## config.mk

```make
export PLATFORM = sky130hd
export DESIGN_NAME = wdg_top
export DESIGN_NICKNAME = d
export VERILOG_FILES = /design/src/verilog/wdg_pkg.sv /design/src/verilog/wdg_step_div.sv /design/src/verilog/wdg_top.sv
export SDC_FILE = /design/constraint.sdc
export NUM_CORES = 1
export LEC_CHECK = 0
export ABC_AREA = 1
export BUFFER_PORTS_ARGS = -buffer_cell sky130_fd_sc_hd__buf_2
export CAP_MARGIN = 10
export CORE_ASPECT_RATIO = 1.2
export CORE_UTILIZATION = 50
export CTS_CLUSTER_SIZE = 30
export DETAILED_ROUTE_END_ITERATION = 10
export PLACE_DENSITY = 0.8
export SYNTH_ARGS = -nofsm -noshare
export SYNTH_HDL_FRONTEND = slang
export SYNTH_SLANG_ARGS = --single-unit
```

## constraint.sdc

```tcl
create_clock -name REF_CLK -period 3.9 [get_ports REF_CLK]
set_input_delay 0.78 -clock REF_CLK [delete_from_list [all_inputs] [get_ports REF_CLK]]
set_output_delay 0.78 -clock REF_CLK [all_outputs]
set_load 0.02 [all_outputs]
```

## src/verilog/wdg_pkg.sv

```systemverilog
// Package of constants and types for the countdown watchdog block
package wdg_pkg;
	// ****************************************************
	// Register map (byte addresses, one word each)
	// ****************************************************
	localparam logic [7:0] REG_CTRL = 8'h00;   // Mode, load value / live count, step select
	localparam logic [7:0] REG_IRQ_CFG = 8'h04;   // Per-output enable and pulse mode
	localparam logic [7:0] REG_STATUS = 8'h08;   // Sticky expired flag, write one to clear
	localparam logic [7:0] REG_MASK = 8'h0c;   // Mask for the summary interrupt
	localparam int ADR_W = 8;   // Decoded address width

	// ****************************************************
	// Field layout
	// ****************************************************
	localparam int CNT_W = 5;   // Down-counter width
	localparam int STEP_W = 2;   // Step select width
	localparam int CTRL_STEP_LSB = 0;   // Step select position
	localparam int CTRL_CNT_LSB = 2;   // Count field position
	localparam int CTRL_REP_BIT = 7;   // Repeat mode bit
	localparam int CFG_EN_A_BIT = 0;   // Output A enable
	localparam int CFG_EN_B_BIT = 1;   // Output B enable
	localparam int CFG_PULSE_A_BIT = 2;   // Output A pulse mode
	localparam int CFG_PULSE_B_BIT = 3;   // Output B pulse mode
	localparam int STAT_FLAG_BIT = 0;   // Expired flag position

	// ****************************************************
	// Reset values
	// ****************************************************
	localparam logic [CNT_W-1:0] RST_COUNT = 5'h00;   // Stopped, count zero
	localparam logic [STEP_W-1:0] RST_STEP = 2'h0;   // Four second step
	localparam logic RST_REPEAT = 1'b0;   // Single shot

	// ****************************************************
	// Step selection and oscillator division
	// ****************************************************
	localparam logic [STEP_W-1:0] STEP_4S = 2'h0;   // 0.25 Hz
	localparam logic [STEP_W-1:0] STEP_1S = 2'h1;   // 1 Hz
	localparam logic [STEP_W-1:0] STEP_QUARTER = 2'h2;   // 4 Hz
	localparam logic [STEP_W-1:0] STEP_SIXTEENTH = 2'h3;   // 16 Hz
	localparam int DIV_W = 18;   // Oscillator tick counter width
	localparam int TAP_4S = 17;   // 131072 ticks of 32.768 kHz
	localparam int TAP_1S = 15;   // 32768 ticks
	localparam int TAP_QUARTER = 13;   // 8192 ticks
	localparam int TAP_SIXTEENTH = 11;   // 2048 ticks

	// ****************************************************
	// Countdown state
	// ****************************************************
	typedef enum logic {
		WD_STOP = 1'b0,   // Idle, count holds zero
		WD_RUN = 1'b1   // Counting down
	} wdg_state_type;
endpackage

```

## src/verilog/wdg_step_div.sv

```systemverilog
// Step clock divider fed by the corrected 32.768 kHz oscillator ticks
`timescale 1ns/10ps
`default_nettype none
module wdg_step_div
	import wdg_pkg::*;
(
	input wire logic clk,   // System clock
	input wire logic rst_n,   // Synchronous reset, active low
	input wire logic osc_tick,   // One pulse per oscillator cycle
	input wire logic corr_add,   // Correction: insert one tick
	input wire logic corr_skip,   // Correction: drop one tick
	input wire logic [STEP_W-1:0] step_sel,   // Selected step size
	output logic step_tick   // One pulse per step
);
	// ****************************************************
	// State
	// ****************************************************
	typedef struct packed {
		logic [DIV_W-1:0] cnt;   // Corrected tick count
	} wdg_div_type;

	wdg_div_type cur;   // Registered state
	wdg_div_type next_cur;   // Next state
	logic [1:0] inc;   // Ticks advanced this cycle
	logic [3:0] tap_edge;   // Carry into each tap bit
	localparam int TAPS [4] = '{TAP_4S, TAP_1S, TAP_QUARTER, TAP_SIXTEENTH};

	// ****************************************************
	// Correction and division
	// ****************************************************
	// Corrections act on the tick stream before division, so every step is corrected
	always_comb begin
		inc = {1'b0, osc_tick & ~corr_skip} + {1'b0, corr_add};
		next_cur.cnt = cur.cnt + {{(DIV_W-2){1'b0}}, inc};
	end

	// Advance is at most two, so a carry into a tap is never jumped over
	for (genvar i = 0; i < 4; i++) begin : g_tap
		assign tap_edge[i] = next_cur.cnt[TAPS[i]] ^ cur.cnt[TAPS[i]];
	end

	assign step_tick = tap_edge[step_sel];

	// Register
	always_ff @(posedge clk) begin
		if (!rst_n) begin
			cur.cnt <= '0;
		end else begin
			cur <= next_cur;
		end
	end
endmodule
`default_nettype wire

```

## src/verilog/wdg_top.sv

```systemverilog
// Countdown watchdog with Wishbone registers and two interrupt outputs
//
// Behaviour
// - Five-bit counter decrements each step tick
// - Loading zero stops countdown, no expiries
// - Nonzero load starts; software loads 1..31
// - New load replaces running count immediately
// - Only first period may be one step short
// - Count field reads live counter value
// - Repeat mode: set flag, reload, continue
// - Flag stays set until host clears it
// - Single shot: set flag, halt at zero
// - Each output has its own enable
// - Pulse mode pulses at every expiry
// - Level mode follows the expired flag
// - Step clocks divided from oscillator only
// - Step clock taken after offset correction
// - Step select: 4s, 1s, 1/4s, 1/16s
// - Period equals count times step length
`timescale 1ns/10ps
`default_nettype none
module wdg_top
	import wdg_pkg::*;
(
	input wire logic REF_CLK,   // 20 MHz system clock
	input wire logic RST_N,   // Synchronous reset, active low
	input wire logic OSC_TICK,   // 32.768 kHz oscillator tick pulse
	input wire logic CORR_ADD,   // Offset correction: add a tick
	input wire logic CORR_SKIP,   // Offset correction: skip a tick
	input wire logic WB_CYC_I,   // Wishbone cycle
	input wire logic WB_STB_I,   // Wishbone strobe
	input wire logic WB_WE_I,   // Wishbone write enable
	input wire logic [ADR_W-1:0] WB_ADR_I,   // Wishbone byte address
	input wire logic [3:0] WB_SEL_I,   // Wishbone byte selects
	input wire logic [31:0] WB_DAT_I,   // Wishbone write data
	output logic [31:0] WB_DAT_O,   // Wishbone read data
	output logic WB_ACK_O,   // Wishbone acknowledge
	output logic IRQ_OUT_A,   // Watchdog interrupt output A
	output logic IRQ_OUT_B,   // Watchdog interrupt output B
	output logic IRQ   // Summary interrupt, masked status
);
	// ****************************************************
	// State
	// ****************************************************
	typedef struct packed {
		wdg_state_type st;   // Run or stop
		logic [CNT_W-1:0] count;   // Live down-counter
		logic [CNT_W-1:0] reload;   // Last loaded value
		logic repeat_mode;   // wd_repeat_select
		logic [STEP_W-1:0] step;   // wd_step_select
		logic flag;   // wd_expired_flag
		logic mask;   // Summary interrupt mask
		logic en_a;   // wd_irq_enable_a
		logic en_b;   // wd_irq_enable_b
		logic pulse_a;   // Output A in pulse mode
		logic pulse_b;   // Output B in pulse mode
		logic pls_a;   // Pending pulse on output A
		logic pls_b;   // Pending pulse on output B
		logic ack;   // Bus acknowledge
		logic [31:0] dat;   // Read data
	} wdg_regs_type;

	wdg_regs_type cur;   // Registered state
	wdg_regs_type next_cur;   // Next state
	logic step_tick;   // Step clock pulse
	logic req;   // New bus request
	logic wr_lo;   // Write to low byte
	logic wr_ctrl;   // Load write to control
	logic clr_req;   // Write one to flag
	logic expire;   // End of a period this cycle
	logic [CNT_W-1:0] load_val;   // Value being loaded

	// ****************************************************
	// Step clock
	// ****************************************************
	wdg_step_div u_div (
		.clk(REF_CLK),
		.rst_n(RST_N),
		.osc_tick(OSC_TICK),
		.corr_add(CORR_ADD),
		.corr_skip(CORR_SKIP),
		.step_sel(cur.step),
		.step_tick(step_tick)
	);

	// ****************************************************
	// Bus decode
	// ****************************************************
	// A request is taken once; ack drops the cycle after it was given
	assign req = WB_CYC_I & WB_STB_I & ~cur.ack;
	assign wr_lo = req & WB_WE_I & WB_SEL_I[0];
	assign wr_ctrl = wr_lo & (WB_ADR_I == REG_CTRL);
	assign clr_req = wr_lo & (WB_ADR_I == REG_STATUS) & WB_DAT_I[STAT_FLAG_BIT];
	assign load_val = WB_DAT_I[CTRL_CNT_LSB +: CNT_W];
	// Expiry is the step that arrives while the count is one
	assign expire = (cur.st == WD_RUN) & step_tick & (cur.count == 5'h01);

	// ****************************************************
	// Next state
	// ****************************************************
	// One process builds every next value; a field holds unless a default or branch
	// below moves it, so no latch can form
	always_comb begin
		next_cur = cur;
		// Ack and pulses are one-cycle strobes and fall back by default
		next_cur.ack = req;
		next_cur.pls_a = 1'b0;
		next_cur.pls_b = 1'b0;
		// Countdown
		unique case (cur.st)
			WD_STOP: begin
				next_cur.count = RST_COUNT;
			end
			WD_RUN: begin
				if (expire) begin
					next_cur.flag = 1'b1;
					if (cur.repeat_mode) begin
						next_cur.count = cur.reload;
					end else begin
						next_cur.count = RST_COUNT;
						next_cur.st = WD_STOP;
					end
				end else if (step_tick) begin
					next_cur.count = cur.count - 5'h01;
				end
			end
		endcase
		// Per-output pulse on every expiry, whatever the flag holds
		if (expire) begin
			next_cur.pls_a = cur.en_a & cur.pulse_a;
			next_cur.pls_b = cur.en_b & cur.pulse_b;
		end
		// Load wins over a coinciding step; divider phase is kept, so only
		// the first period can come up to one step short
		if (wr_ctrl) begin
			next_cur.repeat_mode = WB_DAT_I[CTRL_REP_BIT];
			next_cur.step = WB_DAT_I[CTRL_STEP_LSB +: STEP_W];
			next_cur.reload = load_val;
			next_cur.count = load_val;
			next_cur.st = (load_val == RST_COUNT) ? WD_STOP : WD_RUN;
		end
		if (wr_lo && WB_ADR_I == REG_IRQ_CFG) begin
			next_cur.en_a = WB_DAT_I[CFG_EN_A_BIT];
			next_cur.en_b = WB_DAT_I[CFG_EN_B_BIT];
			next_cur.pulse_a = WB_DAT_I[CFG_PULSE_A_BIT];
			next_cur.pulse_b = WB_DAT_I[CFG_PULSE_B_BIT];
		end
		if (wr_lo && WB_ADR_I == REG_MASK) begin
			next_cur.mask = WB_DAT_I[STAT_FLAG_BIT];
		end
		// Only the clear command drops the flag, and a new expiry wins
		if (clr_req && !expire) begin
			next_cur.flag = 1'b0;
		end
		// Read data, unmapped addresses read zero
		next_cur.dat = '0;
		if (req && !WB_WE_I) begin
			unique case (WB_ADR_I)
				REG_CTRL: begin
					next_cur.dat[CTRL_REP_BIT] = cur.repeat_mode;
					next_cur.dat[CTRL_CNT_LSB +: CNT_W] = cur.count;
					next_cur.dat[CTRL_STEP_LSB +: STEP_W] = cur.step;
				end
				REG_IRQ_CFG: begin
					next_cur.dat[CFG_EN_A_BIT] = cur.en_a;
					next_cur.dat[CFG_EN_B_BIT] = cur.en_b;
					next_cur.dat[CFG_PULSE_A_BIT] = cur.pulse_a;
					next_cur.dat[CFG_PULSE_B_BIT] = cur.pulse_b;
				end
				REG_STATUS: begin
					next_cur.dat[STAT_FLAG_BIT] = cur.flag;
				end
				REG_MASK: begin
					next_cur.dat[STAT_FLAG_BIT] = cur.mask;
				end
				default: begin
					next_cur.dat = '0;
				end
			endcase
		end
	end

	// ****************************************************
	// Register
	// ****************************************************
	// Synchronous reset; the struct clear also covers enables, mask and flag,
	// so no interrupt output can be high in the first cycle after reset
	always_ff @(posedge REF_CLK) begin
		if (!RST_N) begin
			cur <= '0;
			cur.st <= WD_STOP;
			cur.count <= RST_COUNT;
			cur.reload <= RST_COUNT;
			cur.repeat_mode <= RST_REPEAT;
			cur.step <= RST_STEP;
		end else begin
			cur <= next_cur;
		end
	end

	// ****************************************************
	// Outputs
	// ****************************************************
	// Level mode follows the flag; pulse mode is one clock per expiry
	assign IRQ_OUT_A = cur.en_a & (cur.pulse_a ? cur.pls_a : cur.flag);
	assign IRQ_OUT_B = cur.en_b & (cur.pulse_b ? cur.pls_b : cur.flag);
	assign IRQ = cur.flag & cur.mask;
	assign WB_ACK_O = cur.ack;
	assign WB_DAT_O = cur.dat;
endmodule
`default_nettype wire

```

==> impl_results.md <==
- Cells after Synth: 342
- Clk_skew: 0.0122 ns
- Layout cells sized above 1: 0.180
- Combinational power share: 0.073
- CP startpoint kind: input port
- Clock sinks: 48
- Drt wl/cell: 10.6 um
- Post-layout minimum cycle time: 2.53 ns
- Worst path top cell family by delay: simple AND/OR/NAND/NOR gates
- Critical Setup Path Class: input port to register
- Most used cell, CP: nand2_1
- # IOs: 88
- Post-CTS Setup Inserts: 0
- CP required: 4.09 ns
- Outcome: finished, final reports clean
- Routability cong.: 0.861
- Worst path max stage delay: 0.41 ns
- Largest net degree at the start of global routing: 22
- Die X: 67.2 um
- FF/Latch Area: 961 um^2
- Net count, final: 427
- Final antenna diode count: 0
- Vias per cell: 4.85
- Clk pwr share: 0.349
- Area growth from synthesis to layout: 6.82%
- CP endpoint kind: register
- Clk root buf: clkbuf_8
- Hold_buf cts: 0
- Synthesized area: 2550 um^2
- First-pass GRT wire length: 7580 um
- Sequential-to-total area share from yosys stat: 0.377
- Least-Margin Pin Slew: 0.691 ns
- Final hold vios: 0
- Via count: 2097
- Lkg Pwr: 1.21 nW
- Final period util: 0.648
- Routed wire length: 4590 um
- Ys Warns: 0
- First-pass iteration count of the detailed router: 4
- Arr. time, crit path: 2.72 ns
- VDD IR-drop max: 0.000163 V
- Fillers: 496
- CTS tree: done
- Footprint of the multi-input gates: 1220 um^2
- Core area: 4900 um^2
- Cells along the critical path: buf_2 > inv_1 > nand2_1 > fa_1 > inv_1 > ha_1 > nand2_1 > nor2_1 > nand2_1 > nor3_1 > nand2_1 > inv_1 > nand2_1 > and3_1
- Iter 0 DRT Violations: 110
- H-tree depth: 2
- Post-synth cell types: 36
- Grt ovf: 0
- Slew headroom: 0.539
- Setup TNS: 0 ns
- Full die area: 5390 um^2
- Reg power frac: 0.578
- Slew Limit Fails: 0
- Clock transition at path regs: 0.08 ns
- Maxcap violations: 0
- Sw Share: 0.240
- CP Max Fanout: 4
- Final Power: 0.859 mW
- Max clock buf depth: 2
- FMAX: 0.395 GHz
- Overall routing resource usage: 0.184
- Switching power: 0.206 mW
- Input/output buffers: 36
- Number of global-route vias before repair: 1840
- RSZ-0062 raised after global routing: false
- Row cnt: 28
- Worst Hold Class: register to register
- WP buf/inv: 4
- Die H: 80.2 um
- Synthesized flop and latch total: 48
- Syn avg cell area: 7.45 um^2
- DRC viols: 0
- Initial antenna violation count: 0
- Int Pwr: 0.653 mW
- Antenna violation net count after detailed routing: 0
- CTS buffer count: 5
- Worst-Skew Late Latency: 0.30 ns
- Slowest-stage cell, CP: fa_1
- Final HPWL DP: 3540 um
- Initial Util: 0.520
- Post-CTS sizing: 0
- Setup violators final: 0
- Power Density: 315 nW/um^2
-- cell usage in the layout, fill, tap and decap left out, types with 2 or more instances in the layout --
cell type	n
a211oi_1	4
a21oi_1	25
buf_2	36
clkbuf_8	6
clkinv_2	2
conb_1	24
dfxtp_1	48
ha_1	3
inv_1	48
inv_2	3
nand2_1	50
nand2_2	3
nand2_4	3
nand3_1	11
nand3_4	4
nand4_1	9
nor2_1	39
nor2_2	2
nor2_4	4
nor3_1	11
o21a_1	2
o21ai_0	16
o21ai_1	3
o22ai_1	3
xor2_1	2
-- layer usage --
layer | track usage | wire, um
met3 | 0.0440 | 140
met2 | 0.319 | 2360
met1 | 0.208 | 1970
met5 | 0 | 0
met4 | 0.0809 | 116
-- sequential cells by signal (all words and copies together) (netlist names) --
| name | count |
|---|---|
| WB_DAT_O | 8 |
| u_div.cur | 17 |
| WB_ACK_O | 1 |
| cur | 22 |
-- power groups by stage --
stage | sequential, mW | clock [mW] | combinational, mW
3_3_place_gp | 0.507 | 0 | 0.0614
5_1_grt | 0.497 | 0.334 | 0.0720
2_1_floorplan | 0.508 | 0 | 0.0622
3_5_place_dp | 0.508 | 0 | 0.0628
6_report | 0.496 | 0.300 | 0.0629
4_1_cts | 0.496 | 0.309 | 0.0630
-- synthesized netlist by cell type --
cell / n / area share
nand2_1: 50 / 0.074
dfxtp_1: 48 / 0.38
inv_1: 48 / 0.071
nor2_1: 39 / 0.057
buf_4: 32 / 0.094
a21oi_1: 25 / 0.049
o21ai_0: 16 / 0.031
nand3_1: 11 / 0.022
nor3_1: 11 / 0.022
nand4_1: 9 / 0.022
a211oi_1: 4 / 0.012
clkbuf_1: 4 / 0.0059
nand3_4: 4 / 0.027
nor2_4: 4 / 0.018
ha_1: 3 / 0.015
inv_2: 3 / 0.0044
nand2_2: 3 / 0.0074
nand2_4: 3 / 0.013
o21ai_1: 3 / 0.0059
o22ai_1: 3 / 0.0074
nor2_2: 2 / 0.0049
o21a_1: 2 / 0.0059
xor2_1: 2 / 0.0069
a31o_2: 1 / 0.0034
a31oi_1: 1 / 0.0025
a41oi_1: 1 / 0.0034
and3_1: 1 / 0.0025
buf_2: 1 / 0.0020
conb_1: 1 / 0.0015
fa_1: 1 / 0.0079
nand3_2: 1 / 0.0039
nor2_8: 1 / 0.0079
nor3_2: 1 / 0.0039
nor3b_1: 1 / 0.0029
or2_1: 1 / 0.0025
xnor2_1: 1 / 0.0034
-- area by class of cell --
cell class / count / share of cell area
inverters: 51 / 0.0703
clock inverters: 2 / 0.00368
clock buffers: 6 / 0.0303
multi-input cells: 229 / 0.449
flip-flops and latches: 48 / 0.353
well taps: 60 / 0.0276
repair buffers: 36 / 0.0662
-- worst min-delay path, stage by stage (launching register included) --
cell,delay [ns]
dfxtp_1,0.31
nand2_1,0.06
a21oi_1,0.05
-- kinds of logic after synthesis --
logic type | Yosys count | synth area share
xor+xnor | 3 | 0.0103
compound gates | 56 | 0.121
buf+inv | 88 | 0.177
fa+ha+maj | 4 | 0.0226
other cells | 1 | 0.00147
simple gates | 142 | 0.291
flops | 48 | 0.377
-- stage by stage --
stage / worst slack, ns / hold slack (ns) / area [um^2] / instances / utilization
2_1_floorplan: 1.42 / 0.442 / 2640 / 365 / -
3_3_place_gp: 1.13 / 0.453 / 2630 / 424 / 0.536
3_5_place_dp: 1.09 / 0.455 / 2630 / 424 / 0.536
4_1_cts: 1.38 / 0.468 / 2720 / 432 / 0.555
5_1_grt: 1.07 / 0.486 / 2720 / 432 / 0.555
6_report: 1.37 / 0.469 / 2720 / 432 / 0.555
-- final timing paths --
kind / cells past startpoint / start / slack (ns) / end
worst max-delay path: 14 / CORR_SKIP / 1.37 / u_div.cur[14]
worst min-delay path: 2 / cur[47] / 0.47 / cur[47]
worst max register to register: 12 / u_div.cur[0] / 1.64 / u_div.cur[14]
worst min register to register: 2 / cur[47] / 0.47 / cur[47]
Power figures use the tool's default switching activity.
